===== config.mk =====
export PLATFORM = sky130hd
export DESIGN_NAME = pin_change_irq
export DESIGN_NICKNAME = d
export VERILOG_FILES = /design/src/include/pin_change_pkg.sv /design/src/design/pin_change_irq.sv /design/src/design/pin_edge_sync.sv
export SDC_FILE = /design/constraint.sdc
export NUM_CORES = 1
export LEC_CHECK = 0
export BUFFER_PORTS_ARGS = -buffer_cell sky130_fd_sc_hd__buf_4
export CORE_ASPECT_RATIO = 2
export CORE_MARGIN = 2
export CORE_UTILIZATION = 50
export CTS_CLUSTER_DIAMETER = 80
export DETAILED_ROUTE_END_ITERATION = 8
export HOLD_SLACK_MARGIN = 0.1
export PLACE_DENSITY = 0.78
export SLEW_MARGIN = 20
export SYNTH_ARGS = -nofsm -noshare
export SYNTH_HDL_FRONTEND = slang
export SYNTH_SLANG_ARGS = --single-unit

===== constraint.sdc =====
create_clock -name SYS_CLK -period 4.4 [get_ports SYS_CLK]
set_clock_uncertainty 0.05 [all_clocks]
set_input_delay 0.44 -clock SYS_CLK [delete_from_list [all_inputs] [get_ports SYS_CLK]]
set_output_delay 0.44 -clock SYS_CLK [all_outputs]
set_load 0.02 [all_outputs]

===== src/include/pin_change_pkg.sv =====
// Constants and carrier types for the pin change interrupt block.
// Assumes a classic Wishbone slave with 32-bit data and byte addressing.
package pin_change_pkg;

  localparam int          PIN_COUNT      = 8;             // Pins of the watched port.
  localparam int          ADDR_W         = 8;             // Byte address width of the slave.
  localparam int          DATA_W         = 32;            // Wishbone data width.
  localparam logic [7:0]  OFS_RISE_EN    = 8'h00;         // Rising edge enable register.
  localparam logic [7:0]  OFS_FALL_EN    = 8'h04;         // Falling edge enable register.
  localparam logic [7:0]  OFS_FLAGS      = 8'h08;         // Per-pin change flags.
  localparam logic [7:0]  OFS_CONTROL    = 8'h0c;         // Master enable and summary flag.
  localparam logic [7:0]  OFS_EVT_STATUS = 8'h10;         // Sticky event status, clear on read.
  localparam logic [7:0]  OFS_EVT_MASK   = 8'h14;         // Event mask.
  localparam int          CTRL_MASTER_EN = 0;             // Bit of the master enable.
  localparam int          CTRL_SUMMARY   = 1;             // Bit of the summary flag (read only).
  localparam int          CTRL_SLEEP     = 2;             // Bit of the sleep state (read only).
  localparam logic [7:0]  RESET_BYTE     = 8'h00;         // Reset value of every register.

  // Wishbone request from the master.
  typedef struct packed {
    logic                cyc;
    logic                stb;
    logic                we;
    logic [ADDR_W-1:0]   adr;
    logic [3:0]          sel;
    logic [DATA_W-1:0]   dat;
  } wb_req_s;

  // Wishbone answer to the master.
  typedef struct packed {
    logic                ack;
    logic [DATA_W-1:0]   dat;
  } wb_rsp_s;

endpackage : pin_change_pkg

===== src/design/pin_change_irq.sv =====
// Pin change interrupt controller for one eight-pin input port, Wishbone slave.
// Assumes a classic Wishbone master on SYS_CLK and asynchronous pins.
// What this block does
// - all eight pins usable, any combination
// - separate rising and falling detector per pin
// - rising enable bit arms rising detection
// - falling enable bit arms falling detection
// - both bits set detects either edge
// - zero disables; enables reset to zero
// - enabled edge sets sticky pin flag
// - change interrupt raised only with master enable; EVT_IRQ edge event is not gated by it
// - flags keep setting when master disabled
// - summary flag is OR of pin flags
// - writing zero clears a pin flag
// - edge during flag write keeps flag set
// - enabled edge wakes device when master set
// - flags updated before wake is signalled
`timescale 1ns/1ps
module pin_change_irq
  import pin_change_pkg::*;
#(
  parameter int PINS = PIN_COUNT                // Pins of the port.
) (
  input  wire logic              SYS_CLK,       // System clock, 100 MHz.
  input  wire logic              RST,           // Synchronous reset, active high.
  input  wire logic              WB_CYC_I,      // Wishbone cycle.
  input  wire logic              WB_STB_I,      // Wishbone strobe.
  input  wire logic              WB_WE_I,       // Wishbone write enable.
  input  wire logic [ADDR_W-1:0] WB_ADR_I,      // Wishbone byte address.
  input  wire logic [3:0]        WB_SEL_I,      // Wishbone byte selects.
  input  wire logic [DATA_W-1:0] WB_DAT_I,      // Wishbone write data.
  output logic      [DATA_W-1:0] WB_DAT_O,      // Wishbone read data.
  output logic                   WB_ACK_O,      // Wishbone acknowledge.
  input  wire logic [PINS-1:0]   PORT_PIN_INPUT, // Port pin levels.
  input  wire logic              SLEEP_IN,      // High while the core sleeps.
  output logic                   CHANGE_IRQ,    // Pin change interrupt request.
  output logic                   WAKE_REQ,      // Wake request to the core.
  output logic                   EVT_IRQ        // Event interrupt line.
);

  // All state of the block except the pin synchroniser in one packed struct.
  typedef struct packed {
    logic [PINS-1:0] rise_enable;               // Rising edge enable bits.
    logic [PINS-1:0] fall_enable;               // Falling edge enable bits.
    logic [PINS-1:0] flags;                     // Sticky per-pin change flags.
    logic            master_en;                 // Master change interrupt enable.
    logic [1:0]      evt_status;                // Sticky events: [0] edge, [1] wake.
    logic [1:0]      evt_mask;                  // Event mask, same layout.
    logic            ack;                       // Bus acknowledge.
    logic [DATA_W-1:0] rdata;                   // Registered read data.
    logic            wake;                      // Registered wake request.
    logic            irq;                       // Registered change interrupt.
    logic [1:0]      sleep_sync;                // Sleep input synchroniser.
  } state_s;

  state_s st;                                   // Registered state.
  state_s next_st;                              // Next state.
  wb_req_s req;                                 // Bus request bundled.
  logic [PINS-1:0] rise;                        // Rising edge pulses.
  logic [PINS-1:0] fall;                        // Falling edge pulses.
  logic [PINS-1:0] hit;                         // Armed edges seen this cycle.
  logic            access;                      // New bus access this cycle.
  logic [7:0]      wbyte;                       // Low write byte after lane select.

  // Bundle the bus inputs.
  assign req = '{cyc: WB_CYC_I, stb: WB_STB_I, we: WB_WE_I, adr: WB_ADR_I, sel: WB_SEL_I, dat: WB_DAT_I};

  // Pin synchroniser and edge detector for all pins at once.
  pin_edge_sync #(
    .WIDTH (PINS)
  ) u_sync (
    .clk  (SYS_CLK),
    .rst  (RST),
    .pins (PORT_PIN_INPUT),
    .rise (rise),
    .fall (fall)
  );

  // Each pin takes its own armed edges; one generate loop covers them.
  genvar g;
  generate
    for (g = 0; g < PINS; g++) begin : g_pin
      // Either polarity counts when both enables are set; zero disables it.
      assign hit[g] = (rise[g] & st.rise_enable[g]) | (fall[g] & st.fall_enable[g]);
    end
  endgenerate

  // Acknowledge one cycle after the strobe, then drop so each access ends.
  assign access = req.cyc & req.stb & ~st.ack;
  // Only lane zero carries the eight-bit registers.
  assign wbyte  = req.sel[0] ? req.dat[7:0] : RESET_BYTE;

  // Next state: bus writes, flag setting, events and outputs.
  always_comb begin
    next_st            = st;
    next_st.ack        = access;
    next_st.sleep_sync = {st.sleep_sync[0], SLEEP_IN};
    next_st.rdata      = '0;
    // A register write changes only the selected byte lane.
    if (access && req.we && req.sel[0]) begin
      unique case (req.adr)
        OFS_RISE_EN:    next_st.rise_enable = wbyte[PINS-1:0];
        OFS_FALL_EN:    next_st.fall_enable = wbyte[PINS-1:0];
        OFS_FLAGS:      next_st.flags       = st.flags & wbyte[PINS-1:0];
        OFS_CONTROL:    next_st.master_en   = wbyte[CTRL_MASTER_EN];
        OFS_EVT_MASK:   next_st.evt_mask    = wbyte[1:0];
        default:        next_st.master_en   = st.master_en;           // Unmapped writes are dropped.
      endcase
    end
    // Reads return the register in the low byte; unmapped reads give zero.
    if (access && !req.we) begin
      unique case (req.adr)
        OFS_RISE_EN:    next_st.rdata[PINS-1:0] = st.rise_enable;
        OFS_FALL_EN:    next_st.rdata[PINS-1:0] = st.fall_enable;
        OFS_FLAGS:      next_st.rdata[PINS-1:0] = st.flags;
        OFS_CONTROL:    next_st.rdata[2:0] = {st.sleep_sync[1], |st.flags, st.master_en};
        OFS_EVT_STATUS: next_st.rdata[1:0] = st.evt_status;
        OFS_EVT_MASK:   next_st.rdata[1:0] = st.evt_mask;
        default:        next_st.rdata = '0;
      endcase
      // Reading the status register clears it.
      if (req.adr == OFS_EVT_STATUS) begin
        next_st.evt_status = 2'h0;
      end
    end
    // Hardware sets win over any clear, whether write or read.
    next_st.flags = next_st.flags | hit;
    if (|hit) begin
      next_st.evt_status[0] = 1'b1;
    end
    // The wake and interrupt follow the flag register, so flags are ready first.
    next_st.irq  = st.master_en & (|st.flags);
    next_st.wake = st.master_en & st.sleep_sync[1] & (|st.flags);
    if (next_st.wake) begin
      next_st.evt_status[1] = 1'b1;
    end
  end

  // Register the whole state; reset clears every enable and flag.
  always_ff @(posedge SYS_CLK) begin
    if (RST) begin
      st <= '0;
    end else begin
      st <= next_st;
    end
  end

  // Outputs from flops, except the event line, combined from event status and mask.
  assign WB_ACK_O   = st.ack;
  assign WB_DAT_O   = st.rdata;
  assign CHANGE_IRQ = st.irq;
  assign WAKE_REQ   = st.wake;
  assign EVT_IRQ    = |(st.evt_status & st.evt_mask);

  // Summary flag as seen by software, for the checks below.
  logic summary;
  assign summary = |st.flags;
endmodule : pin_change_irq


===== src/design/pin_edge_sync.sv =====
// Synchroniser and edge detector for the port pins.
// Assumes pins are asynchronous to SYS_CLK; one instance covers all pins.
`timescale 1ns/1ps
module pin_edge_sync
  import pin_change_pkg::*;
#(
  parameter int WIDTH = PIN_COUNT               // Number of pins watched.
) (
  input  wire logic             clk,            // System clock.
  input  wire logic             rst,            // Synchronous reset, active high.
  input  wire logic [WIDTH-1:0] pins,           // Raw pin levels.
  output logic      [WIDTH-1:0] rise,           // One-cycle rising edge pulses.
  output logic      [WIDTH-1:0] fall            // One-cycle falling edge pulses.
);

  // The state of this module kept as one packed struct.
  typedef struct packed {
    logic [WIDTH-1:0] meta;                     // First stage, read only by the second.
    logic [WIDTH-1:0] sync;                     // Second stage, safe to use.
    logic [WIDTH-1:0] prev;                     // Previous synchronised sample.
    logic [2:0]       primed;                   // Fills with ones as real samples reach each stage.
  } sync_s;

  sync_s st;                                    // Registered state.
  sync_s next_st;                               // Next state.

  // Shift the pins through two flops and keep one older sample.
  always_comb begin
    next_st      = st;
    next_st.meta = pins;
    next_st.sync = st.meta;
    next_st.prev = st.sync;
    next_st.primed = {st.primed[1:0], 1'b1};
  end

  // Register the state; reset puts every stage low.
  always_ff @(posedge clk) begin
    if (rst) begin
      st <= '0;
    end else begin
      st <= next_st;
    end
  end

  // Compare the safe sample with the older one, one pulse per transition.
  // Edges stay masked until the older sample holds a real pin level, so a pin that is
  // high through reset gives no false rising edge; a change in those cycles is not seen.
  assign rise = st.sync & ~st.prev & {WIDTH{st.primed[2]}};
  assign fall = ~st.sync & st.prev & {WIDTH{st.primed[2]}};

endmodule : pin_edge_sync


==> results of run 1 <==
==> routing by layer <==
metal | vias to the layer above | part of all wire (%)
met5 | - | 0
met4 | 0 | 3.4
met3 | 16 | 6.8
met2 | 100 | 52
met1 | 975 | 38
li1 | 1052 | -
==> path summary, 6_finish.rpt <==
kind,startpoint,end,slack (ns),depth (start not counted)
setup / recovery,WB_ADR_I[4],st[50]$_SDFFE_PP0P_,2.39,5
hold / removal,PORT_PIN_INPUT[3],u_sync.next_st[14]$_SDFF_PP0_,0.28,2
setup reg to reg,WB_ACK_O$_SDFF_PP0_,st[50]$_SDFFE_PP0P_,2.59,4
hold reg to reg,u_sync.next_st[18]$_SDFF_PP0_,u_sync.next_st[10]$_SDFF_PP0_,0.38,1
==> worst max-delay path: stages <==
cell	delay, ns
buf_4	0.12
nor4_4	0.54
and4_1	0.67
mux2_1	0.37
nor2_1	0.07
==> cell usage after synthesis (2+ instances only) <==
cell type / n / area [um^2]
dfxtp_1: 69 / 1381
and3b_1: 17 / 148.9
buf_4: 32 / 240.2
o21ai_0: 10 / 50.05
and4_1: 2 / 17.52
nand3_1: 2 / 10.01
mux2i_1: 20 / 200.2
nor2_1: 31 / 116.4
or3_1: 2 / 12.51
nor4_1: 2 / 12.51
o31a_1: 2 / 17.52
nor2b_1: 30 / 187.7
clkbuf_1: 9 / 33.78
a32oi_1: 2 / 17.52
nand4_1: 5 / 31.28
nand2_1: 7 / 26.28
mux2_2: 2 / 22.52
mux4_2: 2 / 45.04
inv_1: 3 / 11.26
o31ai_1: 9 / 67.56
a21oi_1: 16 / 80.08
==> state kept, by name, summed over array words and instances (netlist names) <==
signal          cells
CHANGE_IRQ          1
WAKE_REQ            1
WB_ACK_O            1
WB_DAT_O            8
next_st             1
st                 30
u_sync.next_st     18
u_sync.st           9
==> power groups by stage <==
stage | Combinational [mW] | Sequential (mW) | Clock (mW)
finish | 0.0822 | 0.641 | 0.802
CTS | 0.0822 | 0.641 | 0.814
global route | 0.0893 | 0.642 | 0.838
global placement | 0.0805 | 0.654 | 0
floorplan | 0.0659 | 0.653 | 0
detailed placement | 0.0820 | 0.655 | 0
==> cells by family (layout without fill, tap and decap cells) <==
group           after synthesis  count (layout)
flops                        69              69
other cells                   1              24
compound gates               44              44
buf+inv                      47              61
mux                          25              25
simple gates                110             110
==> through the flow <==
stage          power (mW)  utilization, %  hold slack (ns)
6_report            1.526           60.57           0.2806
3_3_place_gp       0.7345           54.53           0.3670
5_1_grt             1.569           60.57           0.2779
4_1_cts             1.537           60.57           0.2715
3_5_place_dp       0.7365           54.53           0.3731
2_1_floorplan      0.7191               -           0.3638
==> area by class of cell <==
| type | count | area (um^2) | share of cell area, % |
|---|---|---|---|
| Tap cell | 61 | 76.32 | 2.207 |
| Sequential cell | 69 | 1381 | 39.94 |
| Inverter | 3 | 11.26 | 0.3256 |
| Clock inverter | 3 | 65.06 | 1.881 |
| Clock buffer | 13 | 280.3 | 8.104 |
| Timing Repair Buffer | 42 | 315.3 | 9.117 |
| Multi-Input combinational cell | 203 | 1329 | 38.42 |
==> qor.yml, run 1 <==
status: "completed"
gp_congestion: 0.8182
dp_slack_ns: 2.066
yosys_register_bits: 69
synth_compound_area_share_pct: 9.312
crit_fanout: 8
ctsHtreeMaxLevel: 3
wire_per_inst_um: 14.23
port_buffers: 42
tns_ns: 0
setup_violations: 0
core_um2: 5709
placed_cell_area_um2: 3113
initial_core_util_pct: 51.30
seqPwrFrac_pct: 42.1
die_x_um: 58.12
tightest_slew_ns: 0.6074
synth_top_family_by_area: "simple AND/OR/NAND/NOR gates"
gr-usage-met1_pct: 19.70
detail-route-antenna-nets: 0
power_density_nw_per_um2: 441.1
via_per_inst: 5.439
yosysSeqAreaShare_pct: 47.16
std_cell_rows: 39
cts-root-buf: "clkbuf_16"
grt_pass1_wl_um: 9259
cts_num_sinks: 69
vdd_drop_max_mv: 0.4563
swShare_pct: 19.79
syn_area_per_cell_um2: 9.895
cts.reportedPaths.clkPinSlew_ns: 0.05
p_sw_mw: 0.3019
final_cell_mix: "dfxtp_1, buf_4, nor2_1"
slew_viol_final: 0
die-height_um: 112.2
drive_gt1_share_pct: 20.12
period_share_pct: 45.69
synth_warnings: 0
routed_wl_um: 5606
synthAdderAreaFrac_pct: 0
drt-initial-drc-count: 87
gr-usage-all-layers_pct: 18.50
insertion_delay_ns: 0.32
internal_power_mw: 1.224
via_count: 2143
synthCells: 296
die_area_um2: 6523
fmaxAchievable_ghz: 0.4975
async_flop_share_pct: 0
cap_violations: 0
arrival_ns: 2.22
grt_max_degree: 62
synth_mux_area_share_pct: 9.526
hold_path.class: "primary input to flop"
drc: 0
finalNonFillerCells: 394
p_leak_nw: 1.514
synthFlopType: "dfxtp_1"
path_class: "primary input to flop"
postCtsSetupBuffers: 0
finalCriticalPeriod_ns: 2.010
required_ns: 4.61
firstDrtPassIters: 4
busiest_layer: "met2"
rsz0062_at_grt: "false"
antenna_cells: 0
dp_hpwl_um: 3920
cts_buffers: 9
syn2layout_area_growth_pct: 18.07
clock_tree.buffer_depth: 2
met2_usage_pct: 30.76
grtUsageMet3_pct: 4.724
cts.repair.resized: 0
worst_setup_path_start_kind: "primary input"
synth_area_um2: 2929
cts_tree: "built"
power_frac_comb_pct: 5.4
antenna_found_initial: 0
synthSimpleGateAreaFrac_pct: 23.45
num-fill-cells: 494
hold_violations: 0
first_global_vias: 2031
dp_cells: 378
synth-edff-count: 0
synth_cell_types: 43
layout_commonest_cell: "dfxtp_1"
synth-xor-area-share_pct: 0
overflow: 0
io_pins: 94
critPathCaptureType: "flop"
holdBufCountCts: 0
slew_headroom_pct: 59.51
nets: 386
stdcell_area_um2: 3458
p_clk_share_pct: 52.6
layout_setup_ws_ns: 2.390
Power figures use the tool's default switching activity.
==> inputs of run 2 (changes only) <==
--- a/config.mk
+++ b/config.mk
@@ -8,11 +8,11 @@
 export BUFFER_PORTS_ARGS = -buffer_cell sky130_fd_sc_hd__buf_4
 export CORE_ASPECT_RATIO = 2
 export CORE_MARGIN = 2
-export CORE_UTILIZATION = 50
+export CORE_UTILIZATION = 45
 export CTS_CLUSTER_DIAMETER = 80
 export DETAILED_ROUTE_END_ITERATION = 8
 export HOLD_SLACK_MARGIN = 0.1
-export PLACE_DENSITY = 0.78
+export PLACE_DENSITY = 0.74
 export SLEW_MARGIN = 20
 export SYNTH_ARGS = -nofsm -noshare
 export SYNTH_HDL_FRONTEND = slang
==> constraint.sdc (replaced) <==
create_clock -name SYS_CLK -period 1.6 [get_ports SYS_CLK]
set_clock_uncertainty 0.05 [all_clocks]
set_input_delay 0.16 -clock SYS_CLK [delete_from_list [all_inputs] [get_ports SYS_CLK]]
set_output_delay 0.16 -clock SYS_CLK [all_outputs]
set_load 0.02 [all_outputs]
==> run 2 against run 1 <==
- cell area is 8.9% higher
- sequential share of layout area is 3.2 points lower
- sequential power grew to 2.7 times the previous value
- count of clock-buffer cells in the layout is 2 lower
- final cell count is 14% higher
- combinational power grew to 3.4 times the previous value
- setup slack worse by 2.3 ns
- clock power grew to 2.6 times the previous value
- core utilization is 0.87 points lower
- register-to-register slack worse by 2.5 ns
- wire length is 6.0% higher
- hold slack worse by 0.16 ns
- critical path type is now flop to flop
==> qor.yml, run 2 (synthesis gave the netlist of run 1 again) <==
cap_violations: 0  # unchanged
met2_usage_pct: 29.19  # -1.6 points
internal_power_mw: 3.273  # +170%
cts_buffers: 9  # unchanged
core_um2: 6310  # +11%
status: "completed"
rr_endpoint: "st[38]$_SDFFE_PP0P_"
seqPwrFrac_pct: 42.9  # +0.8 points
gr-usage-met1_pct: 19.30  # -0.40 points
via_per_inst: 5.033  # -7.5%
reg2reg_depth: 5  # +1
antenna_found_initial: 0  # unchanged
path_class: "flop to flop"
layout_commonest_cell: "dfxtp_1"
drt-initial-drc-count: 93  # +6.9%
busiest_layer: "met2"
detail-route-antenna-nets: 0  # unchanged
finalCriticalPeriod_ns: 1.517
r2r_slack_ns: 0.08  # -2.51 ns
antenna_cells: 0  # unchanged
port_buffers: 42  # unchanged
crit_path_top_delay_cell: "or3_1"
clock_tree.buffer_depth: 2  # unchanged
worst_setup_path_start_kind: "flop"
via_count: 2270  # +5.9%
critPathCaptureType: "flop"
r2r_start: "WB_ACK_O$_SDFF_PP0_"
rsz0062_at_grt: "false"
dp_hpwl_um: 4189  # +6.9%
die_area_um2: 7210  # +11%
cts.reportedPaths.clkPinSlew_ns: 0.05  # about the same
wire_per_inst_um: 13.17  # -7.4%
ctsHtreeMaxLevel: 3  # unchanged
syn2layout_area_growth_pct: 28.62
gp_congestion: 0.8350  # +2.1%
firstDrtPassIters: 4  # unchanged
p_sw_mw: 0.8395  # +180%
die-height_um: 118.1  # +5.2%
path_cells: "and3b_2 -> nand4_1 -> buf_4 -> or3_1 -> a21oi_1"
hold_violations: 0  # unchanged
max_stage_delay_ns: 0.36  # -0.31 ns
std_cell_rows: 41  # +5.1%
nets: 419  # +8.5%
final_cell_mix: "dfxtp_1, buf_4, nor2_1"
overflow: 0  # unchanged
cts_num_sinks: 69  # unchanged
insertion_delay_ns: 0.32  # about the same
cts-root-buf: "clkbuf_16"
p_clk_share_pct: 50.2  # -2.4 points
slew_viol_final: 0  # unchanged
required_ns: 1.81  # -2.80 ns
arrival_ns: 1.73  # -0.49 ns
grtUsageMet3_pct: 3.956  # -0.77 points
grt_pass1_wl_um: 9784  # +5.7%
setup_violations: 0  # unchanged
crit_buf_inv: 1  # unchanged
period_share_pct: 94.83
fmaxAchievable_ghz: 0.6591
critPathTopFamily: "simple AND/OR/NAND/NOR gates"
drc: 0  # unchanged
initial_core_util_pct: 46.42  # -4.9 points
largest_reg_flops: 30  # unchanged
top_register: "st"
hold_path.class: "primary input to flop"
drive_gt1_share_pct: 22.74  # +2.6 points
finish.utilization_pct: 59.71  # -0.87 points
routed_wl_um: 5940  # +6.0%
vdd_drop_max_mv: 0.5811  # +27%
cts_tree: "built"
power_density_nw_per_um2: 1092  # +150%
first_global_vias: 2219  # +9.3%
crit_cells: 5  # unchanged
p_leak_nw: 1.642  # +8.4%
hold_end: "st[40]$_SDFFE_PP0P_"
num-fill-cells: 523  # +5.9%
io_pins: 94  # unchanged
holdPathStages: 3  # +1
swShare_pct: 20.41  # +0.62 points
power_frac_comb_pct: 6.9  # +1.5 points
gr-usage-all-layers_pct: 18.22  # -0.29 points
hold_start: "WB_WE_I"
grt_max_degree: 41  # -34%
crit_fanout: 4  # -4
die_x_um: 61.05  # +5.0%
power_mw: 4.113  # +170%
[run 2: routing by layer]
metal | up-vias | wire [um]
met5 | - | 0
met4 | 0 | 299
met3 | 22 | 301
met2 | 101 | 3071
met1 | 1035 | 2269
li1 | 1112 | -
[run 2: worst min-delay path, delay by kind of cell]
kind,cells,cell delay (ns)
AOI/OAI and AO/OA,2,0.18
buffers and inverters,1,0.11
[run 2: layout make-up]
| type | count | area [um^2] | area share [%] |
|---|---|---|---|
| sequential | 69 | 1383 | 36.70 |
| multi-input combinational | 203 | 1336 | 35.47 |
| timing repair buffer | 75 | 614.3 | 16.31 |
| clock buffer | 11 | 242.7 | 6.443 |
| tap | 86 | 107.6 | 2.856 |
| clock inverter | 4 | 72.57 | 1.926 |
| inverter | 3 | 11.26 | 0.2989 |
[run 2: what timing repair did]
item                                    4_1_cts  5_1_grt
hold buffers                                 19        0
buffers inserted                              0        2
endpoints found under the setup margin        7        7
gates resized for setup                       2        4
pin swaps                                     0        3
hold endpoints to repair                     28        0
[run 2: power by group through the flow]
stage | Sequential, mW | Clock (mW) | Combinational, mW
floorplan | 1.80 | 0 | 0.181
CTS | 1.76 | 2.10 | 0.280
finish | 1.76 | 2.07 | 0.283
detailed placement | 1.80 | 0 | 0.241
global placement | 1.80 | 0 | 0.238
global route | 1.77 | 2.20 | 0.306
[run 2: worst max-delay path by stage]
stage                                to                start  slack, ns
detailed placement  st[56]$_SDFFE_PP0P_  WB_ACK_O$_SDFF_PP0_      -0.03
finish              st[38]$_SDFFE_PP0P_  WB_ACK_O$_SDFF_PP0_       0.08
global placement    st[56]$_SDFFE_PP0P_  WB_ACK_O$_SDFF_PP0_      -0.01
global route        st[37]$_SDFFE_PP0P_  WB_ACK_O$_SDFF_PP0_      0.003
CTS                 st[57]$_SDFFE_PP0P_  WB_ACK_O$_SDFF_PP0_      0.009
floorplan           st[50]$_SDFFE_PP0P_  WB_ACK_O$_SDFF_PP0_       0.06
[run 2: stage by stage]
stage	setup TNS, ns	worst slack (ns)	instances	area (um^2)	hold slack (ns)
2_1_floorplan	0	0.05743	319	3015	0.2382
4_1_cts	0	0.009316	449	3742	0.1076
6_report	0	0.08270	451	3767	0.1195
5_1_grt	0	0.002811	451	3767	0.1400
3_3_place_gp	-0.04257	-0.01487	415	3234	0.3194
3_5_place_dp	-0.09537	-0.02919	415	3234	0.3241
